### src/verilog/dac_ctrl_consts.svh
// register offsets, field positions, reset values and encodings of the converter control
//
// Function
// - code selects one of 4096 ladder taps
// - highest tap is code 4095
// - powered-down channel ladder disconnected from reference
// - two-bit select routes one of three sources
// - 00 supply, 01 bandgap, 10/11 pin
// - reset reloads default reference select bits
// - supply select keeps reference pin disconnected
// - power-down switches amplifier off, output hiz
// - 00 normal, 01 1k, 10 100k, 11 open
// - gain bit 0 unity, 1 double
// - supply reference forces unity gain
// - gain changes only on reset, write, call
// - converter code is unsigned binary
// - reset reloads code and updates output
// - code commits at final byte acknowledge
// - general call reset restores power-on code
`ifndef DAC_CTRL_CONSTS_SVH
`define DAC_CTRL_CONSTS_SVH

`define DAC_BITS 12
`define LADDER_ELEMS 4096
`define TAP_MAX 12'hfff
`define NUM_CH 2

// register indices; byte address is four times the index
`define IDX_CODE0 6'h00
`define IDX_CODE1 6'h01
`define IDX_VREF 6'h08
`define IDX_PD 6'h09
`define IDX_GAIN 6'h0a
`define IDX_COMMIT 6'h0c

`define GAIN_BIT0 8
`define POR_BIT 7
`define COMMIT_BIT 0
`define FIELD2_W 2

`define CODE_POR 12'h000
`define REF_POR 2'h0
`define PD_POR 2'h0
`define GAIN_POR 1'b0

`define REF_SUPPLY 2'h0
`define REF_BANDGAP 2'h1
`define REF_PIN_UNBUF 2'h2
`define REF_PIN_BUF 2'h3

`define PD_NORMAL 2'h0
`define PD_1K 2'h1
`define PD_100K 2'h2
`define PD_OPEN 2'h3

`endif

### src/verilog/dac_ctrl_pkg.sv
// types shared by the converter control modules
`include "dac_ctrl_consts.svh"

package dac_ctrl_pkg;

    typedef logic [`DAC_BITS-1:0] code_t;

    typedef struct packed {
        code_t code;
        logic [1:0] ref_sel;
        logic [1:0] pd_sel;
        logic gain;
    } chan_cfg_s;

    typedef struct packed {
        code_t tap;
        logic [1:0] ref_src;
        logic ladder_connect;
        logic ref_buf_en;
        logic pin_connect;
        logic amp_en;
        logic out_hiz;
        logic pull_1k_en;
        logic pull_100k_en;
        logic gain_two;
    } chan_ctrl_s;

    typedef struct packed {
        logic psel;
        logic penable;
        logic pwrite;
        logic [7:0] paddr;
        logic [31:0] pwdata;
    } apb_req_s;

    typedef struct packed {
        logic [31:0] prdata;
        logic pready;
        logic pslverr;
    } apb_rsp_s;

    typedef struct packed {
        chan_cfg_s [`NUM_CH-1:0] staged;
        chan_cfg_s [`NUM_CH-1:0] active;
        logic por_flag;
        apb_rsp_s rsp;
        chan_ctrl_s [`NUM_CH-1:0] out;
    } state_s;

endpackage

### src/verilog/chan_decode.sv
// per-channel decode of the active settings into ladder and amplifier controls
`timescale 1ns/1ns
`include "dac_ctrl_consts.svh"

module chan_decode (
    input wire dac_ctrl_pkg::chan_cfg_s cfg,
    output dac_ctrl_pkg::chan_ctrl_s ctrl
);
    logic running;

    assign running = (cfg.pd_sel == `PD_NORMAL);

    always_comb begin
        // unsigned code is the tap directly; 4095 is the top tap of 4096 elements
        ctrl.tap = cfg.code;
        ctrl.ref_src = cfg.ref_sel;
        ctrl.ladder_connect = running;
        // bandgap and buffered pin both run the reference buffer
        ctrl.ref_buf_en = (cfg.ref_sel == `REF_BANDGAP) || (cfg.ref_sel == `REF_PIN_BUF);
        ctrl.pin_connect = running && cfg.ref_sel[1];
        ctrl.amp_en = running;
        ctrl.out_hiz = !running;
        ctrl.pull_1k_en = (cfg.pd_sel == `PD_1K);
        ctrl.pull_100k_en = (cfg.pd_sel == `PD_100K);
        ctrl.gain_two = cfg.gain && (cfg.ref_sel != `REF_SUPPLY);
    end

endmodule // chan_decode

### src/verilog/dac_ctrl.sv
// converter control top: apb register slave, staged settings, commit events, channel decode
//
// Our own choices: the APB interface to the registers and the placing of the registers.
`timescale 1ns/1ns
`include "dac_ctrl_consts.svh"

module dac_ctrl (
    input wire logic clk,
    input wire logic rst_b,
    input wire dac_ctrl_pkg::apb_req_s apb_req,
    output dac_ctrl_pkg::apb_rsp_s apb_rsp,
    input wire logic bor_event,
    input wire logic commit_ack,
    input wire logic gc_reset,
    output dac_ctrl_pkg::chan_ctrl_s [`NUM_CH-1:0] chan_ctrl,
    output logic por_flag
);
    dac_ctrl_pkg::state_s st_q;
    dac_ctrl_pkg::state_s st_d;
    dac_ctrl_pkg::chan_cfg_s cfg_por;
    dac_ctrl_pkg::chan_ctrl_s [`NUM_CH-1:0] dec;
    logic [5:0] idx;
    logic setup;
    logic access;
    logic hit;
    logic commit_now;
    logic [31:0] rdata;

    assign cfg_por = '{code: `CODE_POR, ref_sel: `REF_POR, pd_sel: `PD_POR, gain: `GAIN_POR};
    assign idx = apb_req.paddr[7:2];
    assign setup = apb_req.psel && !apb_req.penable;
    // the answer is prepared in setup, so every access phase completes in one cycle
    assign access = apb_req.psel && apb_req.penable && st_q.rsp.pready;

    genvar g;
    generate
        for (g = 0; g < `NUM_CH; g++) begin : g_ch
            chan_decode u_dec (
                .cfg(st_q.active[g]),
                .ctrl(dec[g])
            );
        end
    endgenerate

    always_comb begin
        hit = 1'b1;
        rdata = 32'h0000_0000;
        unique case (idx)
            `IDX_CODE0: rdata[`DAC_BITS-1:0] = st_q.active[0].code;
            `IDX_CODE1: rdata[`DAC_BITS-1:0] = st_q.active[1].code;
            `IDX_VREF: rdata[3:0] = {st_q.active[1].ref_sel, st_q.active[0].ref_sel};
            `IDX_PD: rdata[3:0] = {st_q.active[1].pd_sel, st_q.active[0].pd_sel};
            `IDX_GAIN: begin
                rdata[`GAIN_BIT0] = st_q.active[0].gain;
                rdata[`GAIN_BIT0+1] = st_q.active[1].gain;
                rdata[`POR_BIT] = st_q.por_flag;
            end
            `IDX_COMMIT: rdata = 32'h0000_0000;
            default: hit = 1'b0;
        endcase
    end

    always_comb begin
        st_d = st_q;
        commit_now = 1'b0;

        // answer path
        st_d.rsp.pready = setup;
        st_d.rsp.pslverr = setup && !hit;
        if (setup) begin
            st_d.rsp.prdata = hit ? rdata : 32'h0000_0000;
        end

        // software fills the staging copy only; the channels see nothing yet
        if (access && apb_req.pwrite && hit) begin
            unique case (idx)
                `IDX_CODE0: st_d.staged[0].code = apb_req.pwdata[`DAC_BITS-1:0];
                `IDX_CODE1: st_d.staged[1].code = apb_req.pwdata[`DAC_BITS-1:0];
                `IDX_VREF: begin
                    st_d.staged[0].ref_sel = apb_req.pwdata[1:0];
                    st_d.staged[1].ref_sel = apb_req.pwdata[3:2];
                end
                `IDX_PD: begin
                    st_d.staged[0].pd_sel = apb_req.pwdata[1:0];
                    st_d.staged[1].pd_sel = apb_req.pwdata[3:2];
                end
                `IDX_GAIN: begin
                    st_d.staged[0].gain = apb_req.pwdata[`GAIN_BIT0];
                    st_d.staged[1].gain = apb_req.pwdata[`GAIN_BIT0+1];
                end
                `IDX_COMMIT: commit_now = apb_req.pwdata[`COMMIT_BIT];
                default: commit_now = 1'b0;
            endcase
        end

        // reading the gain/status word clears the reset flag
        if (access && !apb_req.pwrite && (idx == `IDX_GAIN)) begin
            st_d.por_flag = 1'b0;
        end

        // code, reference, gain and power-down move as one set
        if (commit_ack || commit_now) begin
            st_d.active = st_d.staged;
        end

        if (gc_reset) begin
            for (int i = 0; i < `NUM_CH; i++) begin
                st_d.active[i] = cfg_por;
                st_d.staged[i] = cfg_por;
            end
        end

        // brown-out acts like a power-on; its set beats a same-cycle read clear
        if (bor_event) begin
            for (int i = 0; i < `NUM_CH; i++) begin
                st_d.active[i] = cfg_por;
                st_d.staged[i] = cfg_por;
            end
            st_d.por_flag = 1'b1;
        end

        // decode lags the active settings by one cycle so outputs stay registered
        st_d.out = dec;
    end

    always_ff @(posedge clk or negedge rst_b) begin
        if (!rst_b) begin
            for (int i = 0; i < `NUM_CH; i++) begin
                st_q.staged[i] <= '{code: `CODE_POR, ref_sel: `REF_POR, pd_sel: `PD_POR,
                                    gain: `GAIN_POR};
                st_q.active[i] <= '{code: `CODE_POR, ref_sel: `REF_POR, pd_sel: `PD_POR,
                                    gain: `GAIN_POR};
                // outputs start powered in normal mode with supply reference, tap zero
                st_q.out[i] <= '{tap: `CODE_POR, ref_src: `REF_POR, ladder_connect: 1'b1,
                                 ref_buf_en: 1'b0, pin_connect: 1'b0, amp_en: 1'b1,
                                 out_hiz: 1'b0, pull_1k_en: 1'b0, pull_100k_en: 1'b0,
                                 gain_two: 1'b0};
            end
            st_q.por_flag <= 1'b1;
            st_q.rsp <= '{prdata: 32'h0000_0000, pready: 1'b0, pslverr: 1'b0};
        end else begin
            st_q <= st_d;
        end
    end

    assign apb_rsp = st_q.rsp;
    assign chan_ctrl = st_q.out;
    assign por_flag = st_q.por_flag;

endmodule // dac_ctrl

### config.mk
export PLATFORM = sky130hd
export DESIGN_NAME = dac_ctrl
export DESIGN_NICKNAME = d
export VERILOG_FILES = /design/src/verilog/dac_ctrl_pkg.sv /design/src/verilog/chan_decode.sv /design/src/verilog/dac_ctrl.sv
export VERILOG_INCLUDE_DIRS = /design/src /design/src/verilog
export SDC_FILE = /design/constraint.sdc
export NUM_CORES = 1
export LEC_CHECK = 0
export ABC_AREA = 0
export BUFFER_PORTS_ARGS = -buffer_cell sky130_fd_sc_hd__buf_2
export CORE_MARGIN = 2
export CORE_UTILIZATION = 58
export DETAILED_ROUTE_END_ITERATION = 16
export HOLD_SLACK_MARGIN = 0.12
export PLACE_DENSITY = 0.82
export SYNTH_ARGS = -nofsm -noshare
export SYNTH_HDL_FRONTEND = slang
export SYNTH_HIERARCHICAL = 1
export SYNTH_SLANG_ARGS = --single-unit
export TNS_END_PERCENT = 10
### constraint.sdc
create_clock -name clk -period 2.6 [get_ports clk]
set_input_delay 0.13 -clock clk [delete_from_list [all_inputs] [get_ports clk]]
set_output_delay 0.13 -clock clk [all_outputs]
set_load 0.01 [all_outputs]
==> results.md <==
- Synthesized instance count: 450
- Drt pass-1 iters: 5
- CP Data Required Time: roughly 3000 ps
- GRT Total Usage: ~22%
- CTS clock-pin slew for the worst setup and hold paths: 60 ps
- Power Internal: around 3.6 mW
- Final hold viol count: 0
- Sw Pwr: 0.969 mW
- GRT met1 Usage: between 30 and 40%
- Via density: 5.54
- Design area: 6100 µm²
- Synthesized-area fraction occupied by and/or/nand/nor cells: approximately 8.4%
- Post-synth EDFFs: 0
- Floorplan core area: 9200 µm²
- Worst min-delay path class: input port to asynchronous set/reset pin
- Worst EP arrival: about 2600 ps
- Most common cell in the synthesized netlist: dfrtp_1
- Clk pwr share: 51.5%
- Pins Over Slew Limit: 0
- CTS buffer count: 17
- Initial Util: 59.4%
- PD cells: 749 nW/µm²
- Syn-to-layout area delta: 11.5%
- Synth Warn #: 6
- DP HPWL: ~7000 µm
- Largest net degree at the start of global routing: 54
- Crit-path cells: dlygate4sd3_1 -> buf_2 -> or4_4 -> nor3_1 -> a222oi_1 -> o21ai_0
- Fin nets: 521
- Overflow after GRT: 0
- Initial antenna violation count: 0
- Antenna diodes: 0
- CTS tree: done
- Synthesis-stage register bit count: 127
- Die area: 10200 µm²
- Final Setup Violations: 0
- Setup_tns: 0 ps
- Drt drc: 0
- Post-DRT Antenna Nets: 0
- Grt met2 use: around a third
- CP Launch Type: input port
- RSZ-0062 raised after global routing: false
- Most Crowded Layer GR: met2
- Mux cell area share after synthesis: 7.05%
- Crit path launch: apb_req[38]
- Seq/Total Area, Yosys: 58.3%
- Placed instance area: 5280 µm²
- Synth Area in Compound Gates: 9.25%
- Seq pwr share: 43.8%
- Fmax: 464 MHz
- Routed wire length per instance: 18.2 µm
- Slowest cell on crit path: nor3_1
- Die height: 101 µm
- CTS root buf: clkbuf_8
- # Post-CTS Setup Buffers: 0
- Top-area cell type share of the netlist area: a little under three fifths
- Maximum vdd drop: 437 µV
- Logic gate share of total power: 4.7%
- Synthesized-area fraction occupied by adder cells: 0%
- Final period util: 82.9%
- Maxcap violations: 0
- Standard-cell row count: 35
- R2R depth: 5
- CP endpoint: apb_rsp[5]$_DFFE_PN0P_
- Mapped Area: 5470 µm²
- Area share of xor/xnor cells in the synthesized design: 0%
- Slack of the worst reg-to-reg path: 840 ps
- Area contributors post-synth: dfrtp_1 (56%), buf_4 (15%), mux2i_1 (6.2%)
- Crit end category: flop
- Post-synth top cells: dfrtp_1 (122), buf_4 (112), nor2_1 (51), mux2i_1 (34), o2bb2ai_1 (32)
- Crit-path max cell delay: 650 ps
- Port bufs: 84
- H-tree depth: 4
- Number of global-route vias before repair: between 3000 and 4000
- Largest family of logic cells by synthesized area: buffers and inverters
- Final Skew: about 5.9 ps
- First-pass GRT wire length: 17300 µm
- Via count: 3306
- Asr flop ratio synth: 100%
- Worst-Margin Slew: 829 ps
- 1st-iter DRT viols: between 300 and 400
- Synth Flop Type: dfrtp_1
- Die width: 101 µm
- Reg-to-Reg Start: apb_rsp[1]$_DFF_PN0_
- Number of library cell types mapped by synthesis: 41
- Crit path max fanout: 6
- Grt met3 use: 6.10%
- Share of layout cells above drive strength 1: 29.2%
- Worst-Skew Late Latency: around 520 ps
- I/O pin count: 127
- Clk sink count: 127
- Drt total wl: about 11000 µm
- FF-to-FF End: st_q[107]$_DFFE_PN0P_
- Largest area contributor in the netlist: dfrtp_1
- Critical path class: input port to flop
- RD Place Congestion: ~0.85
- Syn_area_per_cell: 12.1 µm²
- Clock Path Buffers: 2
- Final worst path period need: 2150 ps
- Outcome: finished, final reports clean
- Max-slew headroom: 44.3%
- LEAKAGE: 3.16 nW
- Switching Share: a little over a fifth
critical path: cells and delay by family:
kind | cells | cell delay (ps)
buffers and inverters | 2 | 710
AOI/OAI and AO/OA | 2 | 550
and+or+nand+nor | 2 | 1190
metrics by stage:
step	power, mW	setup WS, ps	hold WS [ps]	instances	utilization (%)
finish	4.57	445	132	597	66.3
CTS	4.59	557	142	597	66.3
detailed placement	2.23	608	140	543	57.4
global route	4.72	403	170	597	66.3
global placement	2.22	698	135	543	57.4
floorplan	2.16	1050	-166	469	-
flip-flops by register name (all words and copies together) (netlist names):
register and count:
st_q 68, apb_rsp 14, chan_ctrl 44, por_flag 1
cell families after synthesis:
logic type,count (synthesis)
AOI/OAI and AO/OA,59
buffers and inverters,133
DFF,127
muxes,38
other,1
and+or+nand+nor,92
layer usage:
metal	up-vias	wire (µm)
met2	141	5250
li1	1452	-
met5	-	0
met4	0	132
met1	1699	4630
met3	14	832
final cells by class:
class / instances / area [µm²]
clock buffers: 22 / 463
inverters: 1 / 3.75
repair buffers: 117 / 738
fillers: 619 / 3100
clock inverters: 10 / 136
multi-input cells: 209 / 1430
flip-flops and latches: 127 / 3180
well taps: 111 / 139
repair_timing:
action / 4_1_cts / 5_1_grt
gates resized for setup: 0 / 0
endpoints found under the hold margin: 164 / 0
hold buffers: 22 / 0
power by group through the flow:
stage | combinational [mW] | clock, mW | sequential [mW]
after floorplan | 0.127 | 0 | 2.04
after global placement | 0.185 | 0 | 2.04
after detailed placement | 0.190 | 0 | 2.04
after CTS | 0.215 | 2.37 | 2.00
after global routing | 0.239 | 2.48 | 2.00
final | 0.214 | 2.35 | 2.00
how the worst min path moves through the flow:
stage / to / slack, ps / cells after the start
2_1_floorplan: apb_rsp[0]$_DFF_PN0_ / -170 / 0
3_3_place_gp: chan_ctrl[24]$_DFF_PN0_ / 140 / 1
3_5_place_dp: chan_ctrl[23]$_DFF_PN0_ / 140 / 1
4_1_cts: chan_ctrl[23]$_DFF_PN0_ / 140 / 2
5_1_grt: chan_ctrl[23]$_DFF_PN0_ / 170 / 2
6_report: chan_ctrl[23]$_DFF_PN0_ / 130 / 2
cell usage in the layout (no fill, tap or decap), types with 3 or more instances in the layout:
cell and count:
clkinvlp_4 3, o21a_1 3, nor2b_1 7, dlygate4sd3_1 22, o2bb2ai_1 32, o21ai_0 4
clkinv_2 3, nor2_1 51, conb_1 20, nand4_1 3, bufinv_16 3, nor3b_1 3
a31oi_1 3, clkbuf_8 4, a32oi_1 3, a221oi_1 5, a222oi_1 4, mux2i_1 34
buf_4 11, mux2_2 4, dfrtp_1 122, dfstp_2 5, clkbuf_16 16, nand2_1 10
buf_2 83
No activity file was read; power rests on OpenSTA's default activity.
